==> src/rtl/nrfp_pkg.sv <==
package nrfp_pkg;
	// Timing, clock period in picoseconds
	localparam int CLK_PS      = 5000;
	localparam int OVP_DLY_NS  = 1000;
	localparam int UVP_DLY_NS  = 3000;
	localparam int LOCK_DLY_NS = 3000;
	// Least times round up
	localparam int OVP_CYC  = (OVP_DLY_NS * 1000 + CLK_PS - 1) / CLK_PS;
	localparam int UVP_CYC  = (UVP_DLY_NS * 1000 + CLK_PS - 1) / CLK_PS;
	localparam int LOCK_CYC = (LOCK_DLY_NS * 1000 + CLK_PS - 1) / CLK_PS;

	// Voltages in mV, signed 14 bit
	localparam int MV_W = 14;
	localparam logic signed [13:0] OFS_OFF_MV   = 14'sd300;
	localparam logic signed [13:0] EXT_BASE_MV  = 14'sd1200;
	localparam logic signed [13:0] OVP_FLOOR_MV = 14'sd900;
	localparam logic signed [13:0] OVP_MARG_MV  = 14'sd325;
	localparam logic signed [13:0] UVP_MARG_MV  = 14'sd500;
	localparam logic signed [13:0] NV_LEVEL_MV  = 14'sd0;

	// Current monitor conversion
	localparam logic [21:0] ADC_LSB_UV   = 22'h00186a;
	localparam logic [8:0]  ADC_MAX_CODE = 9'h1ff;

	// Register byte addresses
	localparam logic [7:0] ADDR_CTRL   = 8'h00;
	localparam logic [7:0] ADDR_TIMING = 8'h04;
	localparam logic [7:0] ADDR_INIOFS = 8'h08;
	localparam logic [7:0] ADDR_STATUS = 8'h0c;
	localparam logic [7:0] ADDR_IOUT   = 8'h10;
	localparam logic [7:0] ADDR_OFFSET = 8'h14;

	// Field positions
	localparam int CTRL_PEAK_LSB = 0;
	localparam int CTRL_PCT_LSB  = 9;
	localparam int TIM_TRIG_LSB  = 0;
	localparam int TIM_ACT_LSB   = 16;
	localparam int STRAP_EXT_BIT = 2;

	// Reset values
	localparam logic [8:0]  RST_PEAK  = 9'h1ff;
	localparam logic [1:0]  RST_PCT   = 2'h0;
	localparam logic [15:0] RST_TRIG  = 16'h00c8;
	localparam logic [15:0] RST_ACT   = 16'h00c8;
	localparam logic [13:0] RST_INIOF = 14'h0000;

	typedef enum logic [1:0] {OC_IDLE, OC_WAIT, OC_SHUT} nrfp_oc_e;

	typedef struct packed {
		logic high;
		logic low;
	} nrfp_gate_s;

	typedef struct packed {
		logic [2:0] one;
		logic [2:0] two;
	} nrfp_strap_s;
endpackage

==> src/rtl/nrfp_rail_monitor.sv <==
`timescale 1ns/1ps
// Operation
// - Offset pin below 0.3V at enable disables initial
// - External offset is pin minus 1.2V plus initial
// - Upward voltage change forces continuous conduction
// - Downward voltage change keeps conduction state
// - Slew compensation bits come from both straps
// - Ramp amplitude comes from strap one
// - Current monitor converted in 6.25mV steps, 511 max
// - Fast transient pulse overrides on-time output
// - Sustained check trips after trigger delay above limit
// - Peak check trips when cycle current exceeds limit
// - Any trip asserts indicator, starts action delay
// - Still high after delay turns all switches off
// - Sustained limit is percentage of peak limit
// - Overvoltage threshold 0.9V floor plus 325mV
// - Overvoltage holds low side on, high off
// - Either latch requests other rail soft shutdown
// - Overvoltage must persist 1us before latching
// - While overvoltage, below 0V turns low side off
// - Above 0V again turns low side back on
// - 500mV under reference for 3us latches undervoltage
// - Supply low for 3us forces all switches off
module nrfp_rail_monitor
	import nrfp_pkg::*;
(
	input  wire logic                clk,
	input  wire logic                reset_n,
	input  wire logic                ce,
	input  wire logic                psel,
	input  wire logic                penable,
	input  wire logic                pwrite,
	input  wire logic [7:0]          paddr,
	input  wire logic [31:0]         pwdata,
	output logic                     pready,
	output logic [31:0]              prdata,
	output logic                     pslverr,
	input  wire logic                railEnable,
	input  wire nrfp_strap_s         strapPins,
	input  wire logic signed [13:0]  offsetPinMv,
	input  wire logic signed [13:0]  targetMv,
	input  wire logic signed [13:0]  senseMv,
	input  wire logic [21:0]         currentMonUv,
	input  wire logic                supplyLow,
	input  wire logic                otherRailFault,
	input  wire logic                dvidUp,
	input  wire logic                dvidDown,
	input  wire logic                dvidDone,
	input  wire logic                qrTrigger,
	input  wire logic [7:0]          onTimeLen,
	input  wire logic                onTimeReq,
	input  wire logic                lowSideReq,
	input  wire logic                cycleStart,
	output nrfp_gate_s               gateDrive,
	output logic                     overcurrentIndicator_n,
	output logic                     forceCcm,
	output logic [3:0]               slewCompBits,
	output logic [2:0]               rampSel,
	output logic signed [13:0]       targetOffsetMv,
	output logic                     softShutReq
);
	localparam int OVC = OVP_CYC;
	localparam int UVC = UVP_CYC;

	function automatic logic [8:0] adcCode(input logic [21:0] uv);
		logic [21:0] q;
		q = uv / ADC_LSB_UV;
		adcCode = (q > 22'(ADC_MAX_CODE)) ? ADC_MAX_CODE : q[8:0];
	endfunction

	function automatic logic [8:0] pctOf(input logic [8:0] pk,
		input logic [1:0] sel);
		logic [15:0] p;
		p = 16'(pk) * (16'd100 - 16'(sel) * 16'd10);
		pctOf = 9'(p / 16'd100);
	endfunction

	// Registers
	logic [8:0]         peakLimit_ff;
	logic [1:0]         pctSel_ff;
	logic [15:0]        trigDelay_ff;
	logic [15:0]        actDelay_ff;
	logic signed [13:0] initOfs_ff;
	logic               enPrev_ff;
	logic               initOfsEn_ff;
	nrfp_strap_s        strap_ff;
	logic [8:0]         ioutCode_ff;
	logic [7:0]         ovCnt_ff;
	logic [9:0]         uvCnt_ff;
	logic [9:0]         lockCnt_ff;
	logic               ovpLatch_ff;
	logic               uvpLatch_ff;
	logic               lockout_ff;
	logic               nvActive_ff;
	logic               softStop_ff;
	logic [15:0]        sustCnt_ff;
	logic [15:0]        actCnt_ff;
	nrfp_oc_e           ocState_ff;
	nrfp_oc_e           nxt_ocState;
	logic [7:0]         qrCnt_ff;

	// Decode
	wire         enRise   = railEnable & ~enPrev_ff;
	wire         apbWrite = psel & penable & pready & pwrite;
	wire         apbSetup = psel & ~penable;
	wire         hitCtrl  = paddr == ADDR_CTRL;
	wire         hitTim   = paddr == ADDR_TIMING;
	wire         hitIni   = paddr == ADDR_INIOFS;
	wire         hitStat  = paddr == ADDR_STATUS;
	wire         hitIout  = paddr == ADDR_IOUT;
	wire         hitOfs   = paddr == ADDR_OFFSET;
	wire         mapped   = hitCtrl | hitTim | hitIni | hitStat
		| hitIout | hitOfs;
	wire [31:0]  statWord = {25'h0, softStop_ff, nvActive_ff,
		lockout_ff, ocState_ff == OC_SHUT, uvpLatch_ff,
		ovpLatch_ff, ~overcurrentIndicator_n};
	wire [31:0]  rdMux    =
		hitCtrl ? {21'h0, pctSel_ff, peakLimit_ff} :
		hitTim  ? {actDelay_ff, trigDelay_ff} :
		hitIni  ? 32'(unsigned'(initOfs_ff)) :
		hitStat ? statWord :
		hitIout ? {23'h0, ioutCode_ff} :
		hitOfs  ? 32'(unsigned'(targetOffsetMv)) : 32'h0;

	wire [8:0]   sustLimit = pctOf(peakLimit_ff, pctSel_ff);
	wire         overSust  = ioutCode_ff > sustLimit;
	wire         sustTrip  = overSust
		& (sustCnt_ff >= trigDelay_ff);
	wire         peakTrip  = ioutCode_ff > peakLimit_ff;
	wire         anyTrip   = sustTrip | peakTrip;

	wire signed [13:0] ovThr = (targetMv < OVP_FLOOR_MV)
		? 14'(OVP_FLOOR_MV + OVP_MARG_MV)
		: 14'(targetMv + OVP_MARG_MV);
	wire signed [13:0] uvThr = 14'(targetMv - UVP_MARG_MV);
	wire         ovAbove  = senseMv > ovThr;
	wire         uvBelow  = railEnable & (senseMv < uvThr);
	wire signed [13:0] extOfs = 14'(offsetPinMv - EXT_BASE_MV
		+ (initOfsEn_ff ? initOfs_ff : 14'sd0));

	wire         cutAll = lockout_ff | uvpLatch_ff | ~railEnable
		| ocState_ff == OC_SHUT | softStop_ff;
	wire         qrOn   = qrCnt_ff != 8'h00;
	nrfp_gate_s  nxt_gate;
	always_comb begin
		nxt_gate = '0;
		if (cutAll) begin
			nxt_gate = '0;
		end else if (ovpLatch_ff) begin
			nxt_gate.low = ~nvActive_ff;
		end else begin
			nxt_gate.high = onTimeReq | qrOn;
			nxt_gate.low  = ~nxt_gate.high
				& (forceCcm | lowSideReq);
		end
	end

	always_comb begin
		nxt_ocState = ocState_ff;
		unique case (ocState_ff)
			OC_IDLE: if (anyTrip) begin
				nxt_ocState = OC_WAIT;
			end
			OC_WAIT: if (actCnt_ff >= actDelay_ff) begin
				nxt_ocState = overSust ? OC_SHUT : OC_IDLE;
			end
			OC_SHUT: nxt_ocState = OC_SHUT;
			default: nxt_ocState = OC_IDLE;
		endcase
		if (enRise) begin
			nxt_ocState = OC_IDLE;
		end
	end

	// Bus slave: one wait-free access phase after each setup
	always_ff @(posedge clk) begin
		if (!reset_n) begin
			pready  <= 1'b0;
			prdata  <= 32'h0;
			pslverr <= 1'b0;
		end else if (ce) begin
			pready  <= apbSetup;
			prdata  <= (apbSetup & ~pwrite) ? rdMux : 32'h0;
			pslverr <= apbSetup & ~mapped;
		end
	end

	always_ff @(posedge clk) begin
		if (!reset_n) begin
			peakLimit_ff <= RST_PEAK;
			pctSel_ff    <= RST_PCT;
			trigDelay_ff <= RST_TRIG;
			actDelay_ff  <= RST_ACT;
			initOfs_ff   <= RST_INIOF;
		end else if (ce && apbWrite) begin
			if (hitCtrl) begin
				peakLimit_ff <= pwdata[CTRL_PEAK_LSB +: 9];
				pctSel_ff    <= pwdata[CTRL_PCT_LSB +: 2];
			end
			if (hitTim) begin
				trigDelay_ff <= pwdata[TIM_TRIG_LSB +: 16];
				actDelay_ff  <= pwdata[TIM_ACT_LSB +: 16];
			end
			if (hitIni) begin
				initOfs_ff <= pwdata[13:0];
			end
		end
	end

	// Straps and the offset pin threshold test are caught at the enable edge; extOfs follows the pin live
	always_ff @(posedge clk) begin
		if (!reset_n) begin
			enPrev_ff    <= 1'b0;
			initOfsEn_ff <= 1'b0;
			strap_ff     <= '0;
		end else if (ce) begin
			enPrev_ff <= railEnable;
			if (enRise) begin
				initOfsEn_ff <= offsetPinMv >= OFS_OFF_MV;
				strap_ff     <= strapPins;
			end
		end
	end

	always_ff @(posedge clk) begin
		if (!reset_n) begin
			targetOffsetMv <= 14'sd0;
			slewCompBits   <= 4'h0;
			rampSel        <= 3'h0;
			ioutCode_ff    <= 9'h000;
		end else if (ce) begin
			targetOffsetMv <= strap_ff.two[STRAP_EXT_BIT] ? extOfs
				: (initOfsEn_ff ? initOfs_ff : 14'sd0);
			slewCompBits   <= {strap_ff.two[1:0],
				strap_ff.one[1:0]};
			rampSel        <= strap_ff.one;
			ioutCode_ff    <= adcCode(currentMonUv);
		end
	end

	// Downward change has no term here, so the mode is held
	always_ff @(posedge clk) begin
		if (!reset_n) begin
			forceCcm <= 1'b0;
		end else if (ce) begin
			if (dvidUp) begin
				forceCcm <= 1'b1;
			end else if (dvidDone) begin
				forceCcm <= 1'b0;
			end
		end
	end

	always_ff @(posedge clk) begin
		if (!reset_n) begin
			qrCnt_ff <= 8'h00;
		end else if (ce) begin
			if (qrTrigger) begin
				qrCnt_ff <= onTimeLen;
			end else if (qrOn) begin
				qrCnt_ff <= qrCnt_ff - 8'h01;
			end
		end
	end

	// Peak limit is compared every cycle so a spike inside any
	// switching cycle trips; cycleStart is not needed for that
	always_ff @(posedge clk) begin
		if (!reset_n) begin
			sustCnt_ff <= 16'h0;
			actCnt_ff  <= 16'h0;
			ocState_ff <= OC_IDLE;
			overcurrentIndicator_n <= 1'b1;
		end else if (ce) begin
			sustCnt_ff <= !overSust ? 16'h0
				: (sustCnt_ff == 16'hffff) ? sustCnt_ff
				: sustCnt_ff + 16'h1;
			actCnt_ff  <= (ocState_ff == OC_WAIT)
				? actCnt_ff + 16'h1 : 16'h0;
			ocState_ff <= nxt_ocState;
			overcurrentIndicator_n <= nxt_ocState == OC_IDLE;
		end
	end

	always_ff @(posedge clk) begin
		if (!reset_n) begin
			ovCnt_ff    <= 8'h00;
			ovpLatch_ff <= 1'b0;
			nvActive_ff <= 1'b0;
		end else if (ce) begin
			ovCnt_ff <= ovAbove ? ((ovCnt_ff == 8'(OVC - 1))
				? ovCnt_ff : ovCnt_ff + 8'h01) : 8'h00;
			if (ovAbove && ovCnt_ff == 8'(OVC - 1)) begin
				ovpLatch_ff <= 1'b1;
			end else if (enRise) begin
				ovpLatch_ff <= 1'b0;
			end
			if (!ovpLatch_ff || enRise) begin
				nvActive_ff <= 1'b0;
			end else if (senseMv < NV_LEVEL_MV) begin
				nvActive_ff <= 1'b1;
			end else if (senseMv > NV_LEVEL_MV) begin
				nvActive_ff <= 1'b0;
			end
		end
	end

	always_ff @(posedge clk) begin
		if (!reset_n) begin
			uvCnt_ff    <= 10'h000;
			uvpLatch_ff <= 1'b0;
		end else if (ce) begin
			uvCnt_ff <= uvBelow ? ((uvCnt_ff == 10'(UVC - 1))
				? uvCnt_ff : uvCnt_ff + 10'h001) : 10'h000;
			if (uvBelow && uvCnt_ff == 10'(UVC - 1)) begin
				uvpLatch_ff <= 1'b1;
			end else if (enRise) begin
				uvpLatch_ff <= 1'b0;
			end
		end
	end

	// Lockout follows the supply: it lifts as soon as supply is good
	always_ff @(posedge clk) begin
		if (!reset_n) begin
			lockCnt_ff <= 10'h000;
			lockout_ff <= 1'b0;
		end else if (ce) begin
			lockCnt_ff <= supplyLow ? ((lockCnt_ff
				== 10'(LOCK_CYC - 1)) ? lockCnt_ff
				: lockCnt_ff + 10'h001) : 10'h000;
			lockout_ff <= supplyLow
				& (lockCnt_ff == 10'(LOCK_CYC - 1));
		end
	end

	always_ff @(posedge clk) begin
		if (!reset_n) begin
			softStop_ff <= 1'b0;
			softShutReq <= 1'b0;
			gateDrive   <= '0;
		end else if (ce) begin
			if (otherRailFault) begin
				softStop_ff <= 1'b1;
			end else if (enRise) begin
				softStop_ff <= 1'b0;
			end
			softShutReq <= ovpLatch_ff | uvpLatch_ff;
			gateDrive   <= nxt_gate;
		end
	end
endmodule

==> config.mk <==
export PLATFORM = sky130hd
export DESIGN_NAME = nrfp_rail_monitor
export DESIGN_NICKNAME = d
export VERILOG_FILES = /design/src/rtl/nrfp_pkg.sv /design/src/rtl/nrfp_rail_monitor.sv
export SDC_FILE = /design/constraint.sdc
export NUM_CORES = 1
export LEC_CHECK = 0
export ABC_AREA = 1
export BUFFER_PORTS_ARGS = -buffer_cell sky130_fd_sc_hd__buf_2
export CORE_MARGIN = 2
export CORE_UTILIZATION = 55
export CTS_CLUSTER_DIAMETER = 150
export DETAILED_ROUTE_END_ITERATION = 8
export GPL_TIMING_DRIVEN = 0
export PLACE_DENSITY = 0.75
export SLEW_MARGIN = 40
export SYNTH_ARGS = -nofsm -noshare
export SYNTH_HDL_FRONTEND = slang
export SYNTH_SLANG_ARGS = --single-unit
==> constraint.sdc <==
create_clock -name clk -period 31.7 [get_ports clk]
set_input_delay 7.925 -clock clk [delete_from_list [all_inputs] [get_ports clk]]
set_output_delay 7.925 -clock clk [all_outputs]
set_load 0.005 [all_outputs]
# Yosys cells after proc, flatten, opt, wreduce, memory -nomap -nowiden
# Cells that the tools add are included.
dict set report word_totals {
  reg_bits 209
  input_bits 134
  out_inout_bits 60
  word_cells 174
}
dict set report op_classes {
  add_sub_neg 11
  multipliers 2
  div 2
  magnitude_cmp 11
  eq_ne 15
  n_mux 39
  bitwise 32
  reduce_logical 29
}
# op n
set op_table {}
lappend op_table {{two-way mux 14 bit} 7}
lappend op_table {{two-way mux 32 bit} 3}
lappend op_table {{two-way mux 16 bit} 3}
lappend op_table {{two-way mux 10 bit} 4}
lappend op_table {{adder 16 x 1 -> 16 bit, second input constant} 2}
lappend op_table {{>= comparator 16 bit} 2}
lappend op_table {{two-way mux 8 bit} 4}
lappend op_table {{AND reduction 2 bit} 14}
lappend op_table {{divider 22 x 13 -> 22 bit, second input constant} 1}
lappend op_table {{greater-than comparator 22 x 9 -> 1 bit, second input constant} 1}
lappend op_table {{adder 10 x 1 -> 10 bit, second input constant} 2}
lappend op_table {{equality test 10 bit, second input constant} 2}
lappend op_table {{greater-than comparator 9 bit} 2}
lappend op_table {{divider 16 x 7 -> 16 bit, second input constant} 1}
lappend op_table {{equality test 16 bit, second input constant} 1}
lappend op_table {{equality test 8 x 4 -> 1 bit, second input constant} 2}
lappend op_table {{equality test 8 x 5 -> 1 bit, second input constant} 2}
lappend op_table {{multiplier 10 x 8 -> 16 bit} 1}
lappend op_table {{adder 14 x 10 -> 14 bit, second input constant} 1}
lappend op_table {{adder 14 bit} 1}
lappend op_table {{>= comparator 14 x 10 -> 1 bit, second input constant} 1}
lappend op_table {{greater-than comparator 14 x 1 -> 1 bit, second input constant} 1}
lappend op_table {{greater-than comparator 14 bit} 1}
lappend op_table {{< comparator 14 x 1 -> 1 bit, second input constant} 1}
lappend op_table {{other kinds (28)} 81}

# Longest topological paths before layout
# Gate-level depths: netlist of the first run.
dict set report depth {
  ltp_word 11
  ltp_mapped 98
  depth_no_buf 96
}

# Worst setup path after synthesis of the first run
# Ideal clock, no wire load.
dict set report synth_path {
  path_kind {input to register}
  start {in currentMonUv[18]}
  end {reg ioutCode_ff[0]}
  setup_time_ns 0.070
  t_arrival_ns 14.492
  setup_slack_ns 17.138
  stages 68
  n_path_buf 7
  path_cell_list {nor2_4 nand2_2 nor2_4 nand3_4 nand2_8 nand2_1 nand2_4 nand3_2 a21boi_4 o21ai_2 buf_4 nand3_1 nand2_4 nor2_4 nand3_4 nand3_4 buf_8 nand2_2 [... 32 more ...] nand2_1 nor2_1 nand3_1 nand3_2 buf_6 nand2_1 nand2_2 nor2_1 inv_1 a21oi_2 nand2_2 nand2_4 nand3_1 nand2_1 nand2_1 nor2_2 nand2_1 a21oi_1}
}
dict set report synth_via {
  elab_chain_len 3
}
# element line_no
set synth_lines {}
lappend synth_lines {{start, declared} nrfp_rail_monitor.sv:43} ;# input wire logic [21:0] currentMonUv,
lappend synth_lines {{divider 22 x 13 -> 22 bit (*)} nrfp_rail_monitor.sv:67} ;# q = uv / ADC_LSB_UV;
lappend synth_lines {{greater-than comparator 22 x 9 -> 1 bit} nrfp_rail_monitor.sv:68} ;# adcCode = (q > 22'(ADC_MAX_CODE)) ? ADC_MAX_CODE : q[8:0];
lappend synth_lines {{two-way mux 9 bit (*)} nrfp_rail_monitor.sv:68}
lappend synth_lines {{end signal, assigned} nrfp_rail_monitor.sv:237} ;# ioutCode_ff <= adcCode(currentMonUv);
lappend synth_lines {{end, declared} nrfp_rail_monitor.sv:87} ;# logic [8:0] ioutCode_ff;
# Every way passes the cells marked *; elsewhere a longest branch is shown, timed or not.
# A chain may end at the register's enable or synchronous reset.

# Worst setup path in the final report of the first run
# Same ends and word-level chain as after synthesis.

==> results of run 1 <==
flip-flops by register name, indices dropped and copies added, names as in the netlist, 2 cells and up:
name / flops
initOfs_ff: 14
actDelay_ff: 16
uvCnt_ff: 10
gateDrive: 2
sustCnt_ff: 16
slewCompBits: 4
ioutCode_ff: 9
lockCnt_ff: 10
strap_ff: 6
peakLimit_ff: 9
pctSel_ff: 2
ovCnt_ff: 8
qrCnt_ff: 8
actCnt_ff: 16
targetOffsetMv: 14
ocState_ff: 2
prdata: 32
trigDelay_ff: 16
worst register-to-register path, delay by kind of cell (launching register included):
| kind | cells | cell delay [ps] |
|---|---|---|
| AO/OA/AOI/OAI | 9 | 1510 |
| buffers and inverters | 17 | 2510 |
| XOR/XNOR | 1 | 150 |
| adder cells (fa/ha/maj) | 7 | 2900 |
| AND/OR/NAND/NOR | 59 | 6920 |
| flip-flops | 1 | 340 |
per-stage QoR:
| stage | hold WS, ps | worst slack [ps] |
|---|---|---|
| 2_1_floorplan | 423 | 17140 |
| 3_3_place_gp | 436 | 16020 |
| 3_5_place_dp | 446 | 15790 |
| 4_1_cts | 451 | 16290 |
| 5_1_grt | 476 | 15400 |
| 6_report | 451 | 16230 |
layout make-up:
class | count | area [um^2] | area share
antenna | 5 | 12.5 | 0.000586
buffer | 73 | 404 | 0.0189
clock buffer | 31 | 636 | 0.0297
clock inverter | 7 | 68.8 | 0.00322
inverter | 471 | 1790 | 0.0837
multi-input combinational | 2141 | 12800 | 0.599
sequential | 207 | 4140 | 0.194
tap | 455 | 569 | 0.0266
timing repair buffer | 189 | 946 | 0.0443
worst paths after layout:
kind / start / to / slack, ps
worst max-delay path: currentMonUv[18] / ioutCode_ff[0]$_SDFFE_PN0P_ / 16230
worst min-delay path: uvCnt_ff[9]$_SDFFE_PN0P_ / uvCnt_ff[9]$_SDFFE_PN0P_ / 450
worst max register to register: pctSel_ff[0]$_SDFFE_PN0P_ / sustCnt_ff[15]$_SDFFE_PN0P_ / 17270
worst min register to register: uvCnt_ff[9]$_SDFFE_PN0P_ / uvCnt_ff[9]$_SDFFE_PN0P_ / 450
where the power goes:
group          internal, W  switching [W]
Sequential        0.000268     0.00000969
Clock             0.000148       0.000108
Combinational     0.000555        0.00107
cell families after synthesis:
| logic type | count (synthesis) | synth area share |
|---|---|---|
| AND/OR/NAND/NOR | 1363 | 0.346 |
| buffers and inverters | 544 | 0.115 |
| AO/OA/AOI/OAI | 532 | 0.162 |
| flip-flops | 207 | 0.217 |
| adder cells (fa/ha/maj) | 184 | 0.132 |
| XOR/XNOR | 58 | 0.0266 |
| multiplexers | 4 | 0.00209 |
synth_stat cells (all sizes together), types with 8 or more instances:
| master | number |
|---|---|
| nand2 | 772 |
| xor2 | 52 |
| nor3 | 52 |
| fa | 29 |
| nand3b | 8 |
| nor4 | 9 |
| o221ai | 26 |
| or2 | 12 |
| a31oi | 8 |
| nand4 | 41 |
| o21ai | 188 |
| buf | 13 |
| ha | 155 |
| clkbuf | 60 |
| inv | 464 |
| o21a | 9 |
| a21oi | 226 |
| nor2 | 235 |
| dfxtp | 207 |
| o21bai | 9 |
| o211ai | 22 |
| nand3 | 225 |
layer usage:
metal	track usage	part of all wire
met4	0.107	0.041
met3	0.0431	0.075
met5	0	0.00077
met1	0.393	0.43
met2	0.506	0.46
==> impl_metrics.env, run 1 <==
export IMPL_ir_worst_vdd_mv=0.529
export IMPL_num_fill_cells=3253
export IMPL_clock_skew_ps=21.9
export IMPL_critPathMaxStageDelay_ps=320
export IMPL_yosysTopAreaCellShare=0.217
export IMPL_cts_sinks=207
export IMPL_synth_edf_count=0
export IMPL_syn_instance_count=2892
export IMPL_hpwl_um=45100
export IMPL_final_common_cell="nand2_1"
export IMPL_clockBufferDepth=3
export IMPL_holdPathStages=1
export IMPL_synth_area_um2=19100
export IMPL_die_x_um=191
export IMPL_cp_top_family="simple AND/OR/NAND/NOR gates"
export IMPL_fin_util=0.622
export IMPL_grt_antenna_before_repair=9
export IMPL_h_tree_depth=1
export IMPL_power_total_w=0.00216
export IMPL_start_kind="input port"
export IMPL_ant_nets=0
export IMPL_r2r_cells=93
export IMPL_worstSetupPathType="in2reg"
export IMPL_gp_congestion=0.948
export IMPL_drive_gt1_frac=0.152
export IMPL_violations="DRC"
export IMPL_io_pins=194
export IMPL_coreArea_um2=34400
export IMPL_drt_initial_drc_count=1592
export IMPL_yosysTopAreaCell="dfxtp_1"
export IMPL_syn2layout_area_growth_pct=11.7
export IMPL_dpl_cell_count=3536
export IMPL_nets=3423
export IMPL_cts_hold_buffers=0
export IMPL_wl_um=55500
export IMPL_cts_tree="yes"
export IMPL_cts_root_buf="clkbuf_16"
export IMPL_first_pass_iters=9
export IMPL_grt_pass1_wl_um=89600
export IMPL_arrival_ps=15850
export IMPL_clkSlewWorstSetupHoldPaths_ps=60
export IMPL_syn_area_per_cell_um2=6.62
export IMPL_period_share=0.488
export IMPL_grt_ovfl_total=0
export IMPL_drc=3
export IMPL_ys_ff_latch=207
export IMPL_via_per_inst=5.54
export IMPL_post_cts_setup_buffers=0
export IMPL_grt_pass1_vias=18500
export IMPL_yosysSeqAreaShare=0.217
export IMPL_rows=68
export IMPL_placed_cell_area_um2=20600
export IMPL_grt_max_degree=14
export IMPL_powerDensity_nw_per_um2=101
export IMPL_slowest_stage="o21ai_4"
export IMPL_final_cell_mix="626 x nand2_1, 451 x inv_1, 222 x a21oi_1"
export IMPL_post_cts_resized=0
export IMPL_io_buffers=189
export IMPL_routedWlPerCell_um=15.5
export IMPL_endpoint_kind="flip-flop"
export IMPL_numCtsBuffers=22
export IMPL_synth_flop_cell="dfxtp_1"
export IMPL_ys_types=72
export IMPL_grt_use_total=0.301
export IMPL_die_h_um=191
export IMPL_relSlewSlack=0.426
export IMPL_synth_area_top_cells="dfxtp_1 22%, nand2_1 12%, ha_1 10%"
export IMPL_worst_path_buf_inv=11
export IMPL_drv_slew=0
export IMPL_layout_min_cycle_time_ps=15470
export IMPL_hold_viol_final=0
export IMPL_cp_required_ps=32080
export IMPL_start_util=0.557
export IMPL_cp_num_cells=70
export IMPL_worstPathMaxFanout=10
export IMPL_fin_cells=3579
export IMPL_async_reset_ff_frac=0
export IMPL_synth_nets=3210
export IMPL_die_area_um2=36300
export IMPL_grt_setup_unrepaired="false"
export IMPL_setup_tns_ps=0
export IMPL_synth_warning_count=0
export IMPL_fin_area_um2=21400
export IMPL_vias=19800
export IMPL_insertion_delay_ps=510
export IMPL_hold_path_class="reg2reg"
export IMPL_fmax_mhz=64.6
export IMPL_worst_pin_slew_ps=860
export IMPL_drv_cap=0
export IMPL_final_setup_viol_count=0
export IMPL_leakage_nw=10.8
export IMPL_status="finished, violations left"
Power figures use the tool's default switching activity.
==> run 2: changes to the inputs <==
- PLACE_DENSITY: 0.75 -> 0.78
- clock period: 31.7 -> 14.15 ns (I/O delays scaled with it)
==> impl_metrics.env, run 2 (synthesized netlist as in run 1, its figures left out) <==
export IMPL_swShare=0.552
export IMPL_via_per_inst=5.56
export IMPL_hold_path_class="reg2reg"
export IMPL_wl_um=55800
export IMPL_worstHoldStart="prdata[14]$_SDFFE_PN0P_"
export IMPL_seq_power_share=0.128
export IMPL_final_cell_mix="618 x nand2_1, 448 x inv_1, 221 x a21oi_1"
export IMPL_io_buffers=189
export IMPL_die_area_um2=36300
export IMPL_timing_critical_path_mode_cell="nand2_1"
export IMPL_worstSetupPathType="reg2reg"
export IMPL_largest_register="prdata"
export IMPL_arrival_ps=13360
export IMPL_hold_viol_final=0
export IMPL_p_clk_frac=0.120
export IMPL_grt_pass1_wl_um=89700
export IMPL_grt_ovfl_total=0
export IMPL_reg2reg_from="pctSel_ff[0]$_SDFFE_PN0P_"
export IMPL_worst_pin_slew_ps=903
export IMPL_drt_initial_drc_count=1528
export IMPL_die_x_um=191
export IMPL_powerDensity_nw_per_um2=227
export IMPL_cts_sinks=207
export IMPL_coreArea_um2=34400
export IMPL_final_setup_viol_count=0
export IMPL_p_switching_w=0.00270
export IMPL_h_tree_depth=1
export IMPL_multi_input_area_um2=12900
export IMPL_drc=0
export IMPL_num_fill_cells=3192
export IMPL_pwr_share_comb=0.753
export IMPL_routedWlPerCell_um=15.6
export IMPL_layout_min_cycle_time_ps=12930
export IMPL_drive_gt1_frac=0.160
export IMPL_p_int_w=0.00219
export IMPL_leakage_nw=10.8
export IMPL_fmax_mhz=77.3
export IMPL_die_h_um=191
export IMPL_cts_tree="yes"
export IMPL_final_common_cell="nand2_1"
export IMPL_largest_reg_flops=32
export IMPL_placed_cell_area_um2=20700
export IMPL_cp_top_family="simple AND/OR/NAND/NOR gates"
export IMPL_ant_nets=0
export IMPL_endpoint_kind="flip-flop"
export IMPL_crit_path_start="pctSel_ff[0]$_SDFFE_PN0P_"
export IMPL_io_pins=194
export IMPL_cts_root_buf="clkbuf_16"
export IMPL_drv_cap=0
export IMPL_clkSlewWorstSetupHoldPaths_ps=60
export IMPL_first_pass_iters=6
export IMPL_rows=68
export IMPL_worst_path_buf_inv=15
export IMPL_grt_max_degree=14
export IMPL_start_kind="flip-flop"
export IMPL_insertion_delay_ps=520
export IMPL_period_share=0.914
export IMPL_grt_use_total=0.301
export IMPL_numCtsBuffers=22
export IMPL_area_sequential_um2=4140
export IMPL_hold_worst_slack_ps=459
export IMPL_drv_slew=0
export IMPL_clockBufferDepth=3
export IMPL_grt_antenna_before_repair=12
export IMPL_gp_congestion=0.958
export IMPL_fin_area_um2=21500
export IMPL_hpwl_um=45400
export IMPL_grt_pass1_vias=18500
export IMPL_relSlewSlack=0.394
export IMPL_slowest_stage="fa_1"
export IMPL_worstPathMaxFanout=10
export IMPL_critPathMaxStageDelay_ps=530
export IMPL_syn2layout_area_growth_pct=12.4
export IMPL_vias=19900
export IMPL_nets=3423
export IMPL_clock_skew_ps=17.0
export IMPL_cp_required_ps=14580
export IMPL_start_util=0.557
export IMPL_status="finished, final reports clean"
export IMPL_ir_worst_vdd_mv=1.33
## run 2: changes by cell type in the layout (fill, tap and decap cells not counted), moves of 3 or more
cell	before	now
clkbuf_1	61	57
nor2_1	212	209
nand2_1	626	618
nand2_2	95	103
inv_1	451	448
inv_2	11	14
diode_2	5	8
## run 2: through the flow
| step | instances | TNS (ps) | total power [W] | util | setup WS, ps |
|---|---|---|---|---|---|
| global placement | 3536 | 0 | 0.00414 | 0.601 | 272 |
| floorplan | 2892 | 0 | 0.00365 | - | 2310 |
| global route | 3581 | -104 | 0.00542 | 0.625 | -104 |
| finish | 3583 | 0 | 0.00488 | 0.625 | 1220 |
| CTS | 3575 | 0 | 0.00485 | 0.622 | 157 |
| detailed placement | 3536 | -753 | 0.00427 | 0.601 | -299 |
## run 2: layer usage
layer / part of all wire / GRT usage / up-vias
met3: 0.077 / 0.0532 / 124
met5: 0.0011 / 0 / -
met1: 0.42 / 0.382 / 9176
li1: - / - / 9880
met4: 0.039 / 0.105 / 8
met2: 0.46 / 0.513 / 720
## run 2: worst min-delay path, cell delays in order, from the launching register on
cell and delay [ps]:
dfxtp_1 300, nand2_1 60, a21oi_1 50
## run 2: final cells by class
type                       count  area share
sequential                   207       0.193
buffer                        72      0.0190
multi-input combinational   2141       0.599
timing repair buffer         190      0.0444
clock buffer                  31      0.0290
inverter                     471      0.0832
antenna                        8    0.000931
tap                          455      0.0265
clock inverter                 8     0.00495
## run 2: path summary, 6_finish.rpt
path | end | slack (ps) | cells after the start
max | sustCnt_ff[15]$_SDFFE_PN0P_ | 1220 | 92
min | prdata[14]$_SDFFE_PN0P_ | 460 | 2
max reg2reg | sustCnt_ff[15]$_SDFFE_PN0P_ | 1220 | 92
min reg2reg | prdata[14]$_SDFFE_PN0P_ | 460 | 2
## run 2: timing repair
item | CTS | global route
gates resized for setup | 3 | 28
setup buffers | 0 | 1
pin swaps | 0 | 2
endpoints found under the setup margin | 4 | 19
hold buffers | 0 | 0
## run 2: power groups by stage
stage,clock (W),sequential (W),combinational [W]
floorplan,0,0.000625,0.00303
global route,0.000612,0.000625,0.00419
finish,0.000585,0.000624,0.00368
global placement,0,0.000635,0.00350
CTS,0.000585,0.000623,0.00365
detailed placement,0,0.000636,0.00364
